$ cat src/core/iocr_pkg.sv
// Constants and types for the inertial output and calibration registers.
package iocr_pkg;
    // ==========================================================
    // Timing
    localparam int CLK_HZ = 50_000_000;
    localparam int FLASH_MS = 50;
    localparam int PRECISION_S = 30;
    localparam int FLASH_CYCLES = FLASH_MS * (CLK_HZ / 1000);
    localparam int PRECISION_CYCLES = PRECISION_S * CLK_HZ;
    // ==========================================================
    // Byte addresses
    localparam logic [5:0] ADDR_WRITE_COUNT = 6'h00;
    localparam logic [5:0] ADDR_FIRST_SAMPLE = 6'h02;
    localparam logic [5:0] ADDR_LAST_SAMPLE = 6'h19;
    localparam logic [5:0] ADDR_FIRST_TRIM = 6'h1A;
    localparam logic [5:0] ADDR_LAST_TRIM = 6'h31;
    localparam logic [5:0] ADDR_MISC = 6'h34;
    localparam logic [5:0] ADDR_DIAG = 6'h3C;
    localparam logic [5:0] ADDR_GLOBAL = 6'h3E;
    localparam logic [15:0] BURST_READ = 16'h3E00;
    // ==========================================================
    // Register slots
    localparam int NUM_SAMPLES = 12;
    localparam int NUM_TRIMS = 12;
    localparam int SMP_SUPPLY = 0;
    localparam int SMP_RATE = 1;
    localparam int SMP_ACCEL = 4;
    localparam int SMP_FIELD = 7;
    localparam int SMP_TEMP = 10;
    localparam int SMP_AUX = 11;
    localparam int TRIM_ACCEL = 3;
    localparam int TRIM_HARD = 6;
    localparam int TRIM_SOFT = 9;
    // ==========================================================
    // Fields and reset values
    localparam logic [15:0] RATE_TRIM_MASK = 16'h1FFF;
    localparam logic [15:0] ACCEL_TRIM_MASK = 16'h0FFF;
    localparam logic [15:0] HARD_TRIM_MASK = 16'h3FFF;
    localparam logic [15:0] SOFT_TRIM_MASK = 16'h0FFF;
    localparam logic [15:0] SOFT_UNITY = 16'h0800;
    localparam logic [15:0] MISC_RESET = 16'h0006;
    localparam int SOFT_SHIFT = 11;
    localparam int MISC_ACCEL_COMP = 7;
    localparam int CMD_SW_RESET = 7;
    localparam int CMD_PRECISION = 4;
    localparam int CMD_FLASH = 3;
    localparam int CMD_DAC = 2;
    localparam int CMD_RESTORE = 1;
    localparam int CMD_NULL = 0;
    localparam logic [7:0] CMD_USED = 8'h9F;
    localparam logic [7:0] CMD_NV_OPS = 8'h1B;
    localparam logic [2:0] PINS_IDLE = 3'h6;
    localparam logic [3:0] BIT_LAST = 4'hF;
    // ==========================================================
    // Types
    typedef enum logic [1:0] {
        ST_IDLE = 2'h0,
        ST_FLASH = 2'h1,
        ST_COLLECT = 2'h3
    } iocr_state_e;

    typedef struct packed {
        logic [13:0] supply;
        logic [2:0][15:0] rate;
        logic [2:0][13:0] accel;
        logic [2:0][13:0] field;
        logic [11:0] temp;
        logic [11:0] aux;
    } iocr_raw_s;

    typedef struct packed {
        logic [2:0] meta;
        logic [2:0] sync;
        logic [2:0] prev;
        logic [3:0] bit_cnt;
        logic [15:0] rx;
        logic [15:0] tx;
        logic [3:0] burst;
        iocr_state_e st;
        logic [31:0] timer;
        logic [7:0] cmd;
        logic [15:0] misc;
        logic [15:0] misc_nv;
        logic [NUM_TRIMS-1:0][15:0] trim;
        logic [NUM_TRIMS-1:0][15:0] trim_nv;
        logic [NUM_SAMPLES-1:0][13:0] smp;
        logic [2:0][15:0] last_rate;
        logic new_data;
        logic alarm;
        logic [15:0] write_count;
        logic dac_latch;
        logic restart;
        logic nv_write;
        logic busy;
    } iocr_regs_s;
endpackage : iocr_pkg

$ cat src/core/iocr_core.sv
// Serial-port register block for sensor outputs and calibration.
// What this block does
// Inertial results are 14-bit two's complement.
// Supply result 14-bit unsigned, 2.418 mV steps.
// Rate weight 0.05 dps, scales with range.
// Temperature 12-bit two's complement, 0.14 C.
// Auxiliary converter 12-bit unsigned, 806 uV.
// New-data flag clears on read, sets on sample.
// Alarm flag mirrors any active diagnostic error.
// Low 14 bits of outputs hold data.
// Rate trim bits 12:0, added to output.
// Accel trim bits 11:0, two's complement.
// Hard-iron trim bits 13:0, two's complement.
// Soft-iron scale bits 11:0, unity 0x0800.
// Autonull negates rates into trims, then saves.
// Precision autonull: offline 30 s, trims, save.
// Factory restore zeroes trims, data, then saves.
// Trigger bits self-clear when operation completes.
// Software reset reloads controls from saved copy.
// Reading the command register starts burst.
// Command bits 7,4,3,2,1,0 as listed.
// Misc control bit 7 enables acceleration compensation.
// Host writes sixteen bits as two bytes.
// Frames with top bit set write one byte.
// Register lower byte at address, upper next.
// All new-data flags set together.
`timescale 1ns/1ps
module iocr_core #(
    parameter int FLASH_CYCLES_P = iocr_pkg::FLASH_CYCLES,
    parameter int PRECISION_CYCLES_P = iocr_pkg::PRECISION_CYCLES
) (
    // Clock and reset
    input wire logic sys_clk,
    input wire logic resetn,
    // Serial port pins
    input wire logic spi_sclk,
    input wire logic spi_cs_n,
    input wire logic spi_din,
    output logic spi_dout,
    // Sensor front end
    input wire logic sample_strobe,
    input wire iocr_pkg::iocr_raw_s raw,
    input wire logic [2:0] rate_range,
    input wire logic [15:0] diagnostic_status,
    // Control outputs
    output logic accel_comp_en,
    output logic dac_latch,
    output logic sensor_restart,
    output logic nv_write,
    output logic [15:0] nonvolatile_write_count,
    output logic busy
);
    import iocr_pkg::*;

    iocr_regs_s q;
    iocr_regs_s n;
    logic sclk_rise;
    logic sclk_fall;
    logic cs_idle;
    logic frame_end;
    logic [15:0] frame;
    logic [5:0] addr;
    logic read_hit;
    logic sample_take;

    // ==========================================================
    // Helpers
    function automatic logic [13:0] sat14(logic signed [31:0] v);
        if (v > 32'sh1FFF) begin
            return 14'h1FFF;
        end
        if (v < -32'sh2000) begin
            return 14'h2000;
        end
        return v[13:0];
    endfunction : sat14

    function automatic int rate_shift(logic [2:0] r);
        case (r)
            3'h2: return 1;
            3'h1: return 0;
            default: return 2;
        endcase
    endfunction : rate_shift

    function automatic logic [15:0] trim_mask(int i);
        if (i < TRIM_ACCEL) begin
            return RATE_TRIM_MASK;
        end
        if (i < TRIM_HARD) begin
            return ACCEL_TRIM_MASK;
        end
        if (i < TRIM_SOFT) begin
            return HARD_TRIM_MASK;
        end
        return SOFT_TRIM_MASK;
    endfunction : trim_mask

    // Negated rate in trim units; both share the 0.0125 dps step.
    function automatic logic [15:0] null_trim(logic [15:0] r);
        return 16'(-r) & RATE_TRIM_MASK;
    endfunction : null_trim

    function automatic logic [15:0] sample_word(iocr_regs_s r, int i);
        return {r.new_data, r.alarm, r.smp[i]};
    endfunction : sample_word

    function automatic logic [15:0] read_word(iocr_regs_s r,
                                              logic [5:0] a);
        int i;
        i = 0;
        if (a >= ADDR_FIRST_SAMPLE && a <= ADDR_LAST_SAMPLE) begin
            i = int'((a - ADDR_FIRST_SAMPLE) >> 1);
            return sample_word(r, i);
        end
        if (a >= ADDR_FIRST_TRIM && a <= ADDR_LAST_TRIM) begin
            i = int'((a - ADDR_FIRST_TRIM) >> 1);
            return r.trim[i];
        end
        case (a[5:1])
            ADDR_WRITE_COUNT[5:1]: return r.write_count;
            ADDR_MISC[5:1]: return r.misc;
            ADDR_DIAG[5:1]: return diagnostic_status;
            default: return 16'h0000;
        endcase
    endfunction : read_word

    // ==========================================================
    // Pin decode; all three pins are read only after two flops.
    assign sclk_rise = q.sync[2] & ~q.prev[2];
    assign sclk_fall = ~q.sync[2] & q.prev[2];
    assign cs_idle = q.sync[1];
    assign frame = {q.rx[14:0], q.sync[0]};
    assign frame_end = ~cs_idle & sclk_rise & (q.bit_cnt == BIT_LAST);
    assign addr = frame[13:8];
    assign read_hit = frame_end & ~frame[15] & (q.burst == 4'h0) &
        ((addr >= ADDR_FIRST_SAMPLE && addr <= ADDR_LAST_SAMPLE) ||
         addr[5:1] == ADDR_GLOBAL[5:1]);
    // Sampling stops while the precision run holds the sensor offline.
    assign sample_take = sample_strobe & (q.st != ST_COLLECT) &
        ~q.cmd[CMD_SW_RESET];

    // ==========================================================
    // Next state
    always_comb begin
        int sh;
        int k;
        logic signed [31:0] acc;
        sh = rate_shift(rate_range);
        k = 0;
        acc = '0;
        n = q;
        n.meta = {spi_sclk, spi_cs_n, spi_din};
        n.sync = q.meta;
        n.prev = q.sync;
        n.dac_latch = 1'b0;
        n.restart = 1'b0;
        n.nv_write = 1'b0;
        n.alarm = |diagnostic_status;

        // Mode 3 shifting: capture on rise, next bit out on fall.
        if (cs_idle) begin
            n.bit_cnt = 4'h0;
            n.burst = 4'h0;
        end else if (sclk_fall && q.bit_cnt != 4'h0) begin
            n.tx = {q.tx[14:0], 1'b0};
        end else if (sclk_rise) begin
            n.bit_cnt = q.bit_cnt + 4'h1;
            n.rx = frame;
        end

        if (sample_take) begin
            n.smp[SMP_SUPPLY] = raw.supply;
            for (int i = 0; i < 3; i++) begin
                acc = 32'($signed(raw.rate[i])) +
                    32'($signed(q.trim[i][12:0]));
                n.smp[SMP_RATE+i] = sat14(acc >>> sh);
                acc = 32'($signed(raw.accel[i])) +
                    32'($signed(q.trim[TRIM_ACCEL+i][11:0]));
                n.smp[SMP_ACCEL+i] = sat14(acc);
                acc = 32'($signed(raw.field[i])) +
                    32'($signed(q.trim[TRIM_HARD+i][13:0]));
                acc = acc * $signed({20'h0, q.trim[TRIM_SOFT+i][11:0]});
                n.smp[SMP_FIELD+i] = sat14(acc >>> SOFT_SHIFT);
            end
            n.smp[SMP_TEMP] = {2'h0, raw.temp};
            n.smp[SMP_AUX] = {2'h0, raw.aux};
            n.last_rate = raw.rate;
        end

        case (q.st)
            ST_IDLE: begin
                if (q.cmd[CMD_SW_RESET]) begin
                    n.trim = q.trim_nv;
                    n.misc = q.misc_nv;
                    n.smp = '0;
                    n.restart = 1'b1;
                    n.cmd[CMD_SW_RESET] = 1'b0;
                end else if (q.cmd[CMD_RESTORE]) begin
                    n.trim = '0;
                    n.smp = '0;
                    n.st = ST_FLASH;
                    n.timer = 32'(FLASH_CYCLES_P - 1);
                    n.busy = 1'b1;
                end else if (q.cmd[CMD_NULL]) begin
                    for (int i = 0; i < 3; i++) begin
                        n.trim[i] = null_trim(q.last_rate[i]);
                    end
                    n.smp = '0;
                    n.st = ST_FLASH;
                    n.timer = 32'(FLASH_CYCLES_P - 1);
                    n.busy = 1'b1;
                end else if (q.cmd[CMD_PRECISION]) begin
                    n.st = ST_COLLECT;
                    n.timer = 32'(PRECISION_CYCLES_P - 1);
                    n.busy = 1'b1;
                end else if (q.cmd[CMD_FLASH]) begin
                    n.st = ST_FLASH;
                    n.timer = 32'(FLASH_CYCLES_P - 1);
                    n.busy = 1'b1;
                end
                if (q.cmd[CMD_DAC]) begin
                    n.dac_latch = 1'b1;
                    n.cmd[CMD_DAC] = 1'b0;
                end
            end
            ST_COLLECT: begin
                if (q.timer == 32'h0) begin
                    for (int i = 0; i < 3; i++) begin
                        n.trim[i] = null_trim(q.last_rate[i]);
                    end
                    n.smp = '0;
                    n.st = ST_FLASH;
                    n.timer = 32'(FLASH_CYCLES_P - 1);
                end else begin
                    n.timer = q.timer - 32'h1;
                end
            end
            ST_FLASH: begin
                if (q.timer == 32'h0) begin
                    n.trim_nv = q.trim;
                    n.misc_nv = q.misc;
                    n.write_count = q.write_count + 16'h1;
                    n.nv_write = 1'b1;
                    n.cmd = q.cmd & ~CMD_NV_OPS;
                    n.st = ST_IDLE;
                    n.busy = 1'b0;
                end else begin
                    n.timer = q.timer - 32'h1;
                end
            end
            default: begin
                n.st = ST_IDLE;
                n.busy = 1'b0;
            end
        endcase

        // Frame end comes after the state machine so a host write wins over a clear.
        if (frame_end) begin
            n.bit_cnt = 4'h0;
            n.tx = 16'h0000;
            if (q.burst != 4'h0) begin
                if (q.burst < 4'(NUM_SAMPLES)) begin
                    n.tx = sample_word(q, int'(q.burst));
                    n.burst = q.burst + 4'h1;
                end else begin
                    n.burst = 4'h0;
                end
            end else if (frame[15]) begin
                if (addr >= ADDR_FIRST_TRIM && addr <= ADDR_LAST_TRIM)
                begin
                    k = int'((addr - ADDR_FIRST_TRIM) >> 1);
                    if (addr[0]) begin
                        n.trim[k][15:8] = frame[7:0];
                    end else begin
                        n.trim[k][7:0] = frame[7:0];
                    end
                    n.trim[k] = n.trim[k] & trim_mask(k);
                end else if (addr == ADDR_MISC) begin
                    n.misc[7:0] = frame[7:0];
                end else if (addr == ADDR_MISC + 6'h1) begin
                    n.misc[15:8] = frame[7:0];
                end else if (addr == ADDR_GLOBAL) begin
                    n.cmd = n.cmd | (frame[7:0] & CMD_USED);
                end
            end else if (addr[5:1] == ADDR_GLOBAL[5:1]) begin
                n.tx = sample_word(q, SMP_SUPPLY);
                n.burst = 4'h1;
            end else begin
                n.tx = read_word(q, addr);
            end
        end
        if (q.cmd[CMD_SW_RESET] && q.st == ST_IDLE) begin
            n.new_data = 1'b0;
        end else begin
            // A sample landing with a read keeps the flag set.
            n.new_data = (q.new_data & ~read_hit) | sample_take;
        end
    end

    // ==========================================================
    // State register
    always_ff @(posedge sys_clk or negedge resetn) begin
        if (!resetn) begin
            q <= '0;
            q.meta <= PINS_IDLE;
            q.sync <= PINS_IDLE;
            q.prev <= PINS_IDLE;
            q.st <= ST_IDLE;
            q.misc <= MISC_RESET;
            q.misc_nv <= MISC_RESET;
            for (int i = TRIM_SOFT; i < NUM_TRIMS; i++) begin
                q.trim[i] <= SOFT_UNITY;
                q.trim_nv[i] <= SOFT_UNITY;
            end
        end else begin
            q <= n;
        end
    end

    assign spi_dout = q.tx[15];
    assign accel_comp_en = q.misc[MISC_ACCEL_COMP];
    assign dac_latch = q.dac_latch;
    assign sensor_restart = q.restart;
    assign nv_write = q.nv_write;
    assign nonvolatile_write_count = q.write_count;
    assign busy = q.busy;

    logic [15:0] status_word;
    assign status_word = sample_word(q, SMP_SUPPLY);
endmodule : iocr_core

$ cat config.mk
export PLATFORM = sky130hd
export DESIGN_NAME = iocr_core
export DESIGN_NICKNAME = d
export VERILOG_FILES = /design/src/core/iocr_pkg.sv /design/src/core/iocr_core.sv
export SDC_FILE = /design/constraint.sdc
export NUM_CORES = 2
export LEC_CHECK = 0
export ABC_AREA = 1
export BUFFER_PORTS_ARGS = -buffer_cell sky130_fd_sc_hd__buf_2
export CORE_MARGIN = 1
export CORE_UTILIZATION = 55
export CTS_CLUSTER_SIZE = 30
export DETAILED_ROUTE_END_ITERATION = 16
export PLACE_DENSITY = 0.69
export SYNTH_ARGS = -nofsm -noshare
export SYNTH_HDL_FRONTEND = slang
export SYNTH_SLANG_ARGS = --single-unit
$ cat constraint.sdc
create_clock -name sys_clk -period 12.3 [get_ports sys_clk]
set_clock_uncertainty 0.15 [all_clocks]
set_input_delay 0 -clock sys_clk [delete_from_list [all_inputs] [get_ports sys_clk]]
set_output_delay 0 -clock sys_clk [all_outputs]
set_load 0.02 [all_outputs]
# Word level (Yosys, flattened, before mapping)
# Index checks and enable logic that the tools add are counted.
word_totals:
  register_bits: 745
  output_inout_bits: 22
op_classes:
  add_sub_neg: 18
  n_mul: 3
  magnitude_cmp: 30
  n_eq_ne: 19
  shifts: 3
  muxes: 218
  bitwise: 21
  n_reduce_logical: 23
op_table:
  columns: ["op", "n"]
  rows:
  - ["192-bit two-way mux", 10]
  - ["168-bit two-way mux", 4]
  - ["192-bit bitwise mux", 3]
  - ["14-bit two-way mux", 38]
  - ["16-bit two-way mux", 25]
  - ["168-bit case mux with 2 select lines", 1]
  - ["144-bit two-way mux", 2]
  - ["216-bit two-way mux", 1]
  - ["16-bit demux with 4-bit select", 3]
  - ["34-bit two-way mux", 5]
  - ["48-bit two-way mux", 3]
  - ["16-bit binary-select mux with 4-bit select", 2]
  - ["14-bit binary-select mux with 4-bit select", 2]
  - ["20-bit two-way mux", 5]
  - ["32-bit by 14-bit greater-than comparator with 1-bit output (second input constant)", 3]
  - ["32-bit by 14-bit less-than comparator with 1-bit output (second input constant)", 3]
  - ["24-bit two-way mux", 4]
  - ["32-bit case mux with 3 select lines", 1]
  - ["48-bit case mux with 2 select lines", 1]
  - ["17-bit by 2-bit >>> shifter with 32-bit output", 3]
  - ["15-bit by 13-bit multiplier with 28-bit output", 3]
  - ["1-bit two-way mux", 83]
  - ["32-bit two-way mux", 2]
  - ["31-bit by 5-bit less-than comparator with 1-bit output (second input constant)", 2]
  - ["other kinds (61)", 126]

# Logic depth before layout (Yosys ltp)
logic_depth:
  word_depth: 31
  mapped_depth: 39

# Worst setup path before layout
# OpenSTA, ideal clock, no wires.
synth_path:
  kind: "flip-flop to flip-flop"
  startpoint: "register q[558] (netlist bit)"
  endpoint: "register q[197] (netlist bit)"
  setup_ps: 77
  arrival_ps: 6651
  setup_slack_ps: 5421
  stages_incl_launch_ff: 36
  n_path_buf: 1
  period_less_slack_ps: 6879
  cell_sequence: "dfrtp_1 ha_1 inv_1 fa_1 inv_1 a21oi_1 inv_1 nand3_1 o311ai_0 or2_2 nand2_1 nor2_1 inv_1 fa_1 fa_1 inv_1 fa_1 fa_1 inv_1 fa_1 inv_1 ha_1 a21oi_1 o21ai_0 a21oi_1 o21ai_0 a21oi_1 nand2_1 nand2_1 nand2_1 nor2_1 nand2_1 nand2_1 clkbuf_1 nand2_1 a21oi_1"
synth_lines:
  columns: ["item", "line", "text"]
  rows:
  - ["start, declared", "iocr_core.sv:55", "iocr_regs_s q;"]
  - ["start signal, assigned", "iocr_core.sv:317", "q <= n;"]

==> out/qor.yml <==
outcome:
  status: "completed"
timing:
  finalMaxSlewViolations: 0
  setup_violations: 0
  rsz0062_at_grt: "no"
  fmax_mhz: 118
  tns_ns: 0
  hold_viol: 0
  max-slew-margin-rel_pct: 12.8
  finalCritPeriodShare_pct: 69.2
  max_slew.worst_pin.slew_ns: 1.30
  min_period_ns: 8.51
grt:
  grt_pass1_wl_um: 439000
  grt_max_degree: 197
  grt_pass1_vias: 70200
  grt_overflow: 0
  grt_usage_pct: 44.6
  antenna_found_initial: 16
clocking:
  cts_made_buffers: 87
  cts_root_buf: "clkbuf_16"
  clock_sinks: 731
  clk_pin_slew_ns: 0.06
  postCtsSetupBuffers: 0
  cts-hold-fix-buffers: 256
  ctsHtreeMaxLevel: 3
  clock_path_buffers: 3
  cts_tree: "built"
  post_cts_resize_count: 0
  clock_latency_ns: 0.76
worst_setup_path:
  path_common_cell: "inv_1"
  cp.required_ns: 12.68
  cp_slowest_cell: "a21oi_1"
  endpoint_kind: "register"
  crit_arrival_ns: 8.88
  worst-path-max-fanout: 13
  worst_setup_path_start_kind: "register"
  cpPeakStageDelay_ns: 0.83
  worst-setup-path-type: "register to register"
min_path:
  hp-class: "primary input to register"
placement:
  place_inst: 11700
  dp.final_hpwl_um: 221000
  gp_congestion: 1.12
  portBuffers: 216
route:
  routed_wl_um: 295000
  routed_via_density: 6.01
  first_iter_violations: 10100
  num_vias: 73200
  antenna_left: 0
  wl_per_cell_um: 24.2
  drc: 0
  drt_pass1_iterations: 7
synthesis:
  netlist_instances: 10200
  avgSynthCellArea_um2: 7.00
  synth.area.top_cells: "dfrtp_1 (25%), fa_1 (14%), nand2_1 (14%), inv_1 (7.8%), o21ai_0 (7.1%)"
  synth.ff_latch_count: 731
  synth_most_common_cell: "nand2_1"
  yosys_warnings: 0
  synth-main-ff-cell: "dfrtp_1"
  synth-edff-count: 0
  yosysTopAreaCell: "dfrtp_1"
  yosysUniqueCellTypes: 67
  synthesis.nets: 11200
  synthTopCellsByCount: "nand2_1 (2659), inv_1 (1483), o21ai_0 (1017)"
  syn_area_um2: 71400
  synthArstFlopShare_pct: 100
  yosys.area.top_type_share_pct: 25.1
  ys_seq_area_share_pct: 25.7
finish:
  nFillCells: 11900
  final_nets: 11400
  syn_to_final_growth_pct: 10.7
  final_cells: 12200
  drive_gt1_share_pct: 6.82
power:
  p_per_area_nw_per_um2: 86.6
  ir_drop_mv: 0.106
  power.leakage_uw: 0.0407
flow_run:
  max-cap-violations: 0
floorplanning:
  fp.dieH_um: 362
  rows: 131
  io_pins: 217
  start_util_pct: 55.7
  core_um2: 128000
  die_x_um: 362
  fp.dieArea_um2: 131000
[worst max-delay path, delay by kind of cell (launching register included)]
kind	cells	cell delay, ns
compound gates	4	1.27
fa+ha+maj	7	3.48
buf+inv	7	0.68
flops	1	0.44
simple gates	13	2.25
[layer usage]
layer / track usage [%] / up-vias / part of all wire (%)
met3: 12.6 / 1045 / 12
met5: 0.851 / - / 0.086
li1: - / 32800 / -
met1: 58.0 / 34900 / 38
met2: 65.2 / 4474 / 42
met4: 28.7 / 14 / 7.7
[registers in the layout, summed over array words and instances (netlist names)]
| signal | cells |
|---|---|
| q | 688 |
| nonvolatile_write_count | 16 |
| frame | 10 |
| addr | 6 |
| n | 4 |
| accel_comp_en | 1 |
| busy | 1 |
| cs_idle | 1 |
| dac_latch | 1 |
| nv_write | 1 |
| sensor_restart | 1 |
| spi_dout | 1 |
[path summary, 6_finish.rpt]
| path | startpoint | end | slack [ns] | depth (start not counted) |
|---|---|---|---|---|
| hold / removal | raw[163] | q[77] | 0.01 | 4 |
| setup reg to reg | q[561] | q[206] | 3.79 | 31 |
| max in group asynchronous | resetn | q[137] | 9.14 | 6 |
| hold reg to reg | n[740] | cs_idle | 0.21 | 0 |
| min in group asynchronous | resetn | q[675] | 0.29 | 4 |
| setup / recovery | q[561] | q[206] | 3.79 | 31 |
[layout by cell type (no fill, tap or decap), types with 48 or more instances in the layout]
master and count:
nor3_1 79, a21oi_1 616, xor2_1 137, nand4_1 59, dfrtp_1 713, buf_2 215, ha_1 333, fa_1 504
nand2_1 2657, dlygate4sd3_1 255, nand3_1 578, or2_2 140, o22ai_1 53, buf_4 97, o21ai_0 1017, inv_1 1480
a31oi_1 57, xnor2_1 48, clkbuf_16 87, nor2_1 775
[through the flow]
stage	hold slack, ns	setup WS [ns]	utilization (%)	power, µW	instance area, µm²
6_report	0.0146	3.79	61.7	6840	79000
5_1_grt	0.0246	3.06	61.6	6990	79000
4_1_cts	0.00882	3.87	61.6	6750	79000
3_5_place_dp	-0.129	3.97	57.2	3900	73300
3_3_place_gp	-0.118	4.15	57.2	3900	73300
2_1_floorplan	-0.446	5.42	-	3290	71400
[layout make-up]
type | instances | area, µm² | area share [%]
antenna | 13 | 32.5 | 0.0412
clock buffer | 118 | 2440 | 3.09
clock inverter | 44 | 649 | 0.822
inverter | 1522 | 5730 | 7.25
multi-input combinational | 7448 | 45200 | 57.2
sequential | 731 | 18300 | 23.2
tap | 1729 | 2160 | 2.74
timing repair buffer | 573 | 4480 | 5.67
[power by group]
| part | internal [µW] | total (µW) | switching (µW) |
|---|---|---|---|
| Combinational | 361 | 1390 | 1030 |
| Sequential | 2500 | 2630 | 124 |
| Clock | 1610 | 2820 | 1210 |
| Total | 4470 | 6840 | 2370 |
[logic make-up (layout without fill, tap and decap cells)]
kind of cell | count (synthesis) | after routing | synth area share, %
AND/OR/NAND/NOR | 4378 | 4378 | 25.4
AO/OA/AOI/OAI | 2043 | 2043 | 15.6
buffers and inverters | 2023 | 2257 | 11.0
adder cells (fa/ha/maj) | 837 | 837 | 20.0
flip-flops | 731 | 731 | 25.7
XOR/XNOR | 185 | 185 | 2.27
multiplexers | 5 | 5 | 0.0701
other | 0 | 13 | 0
No activity file was read; power rests on OpenSTA's default activity.
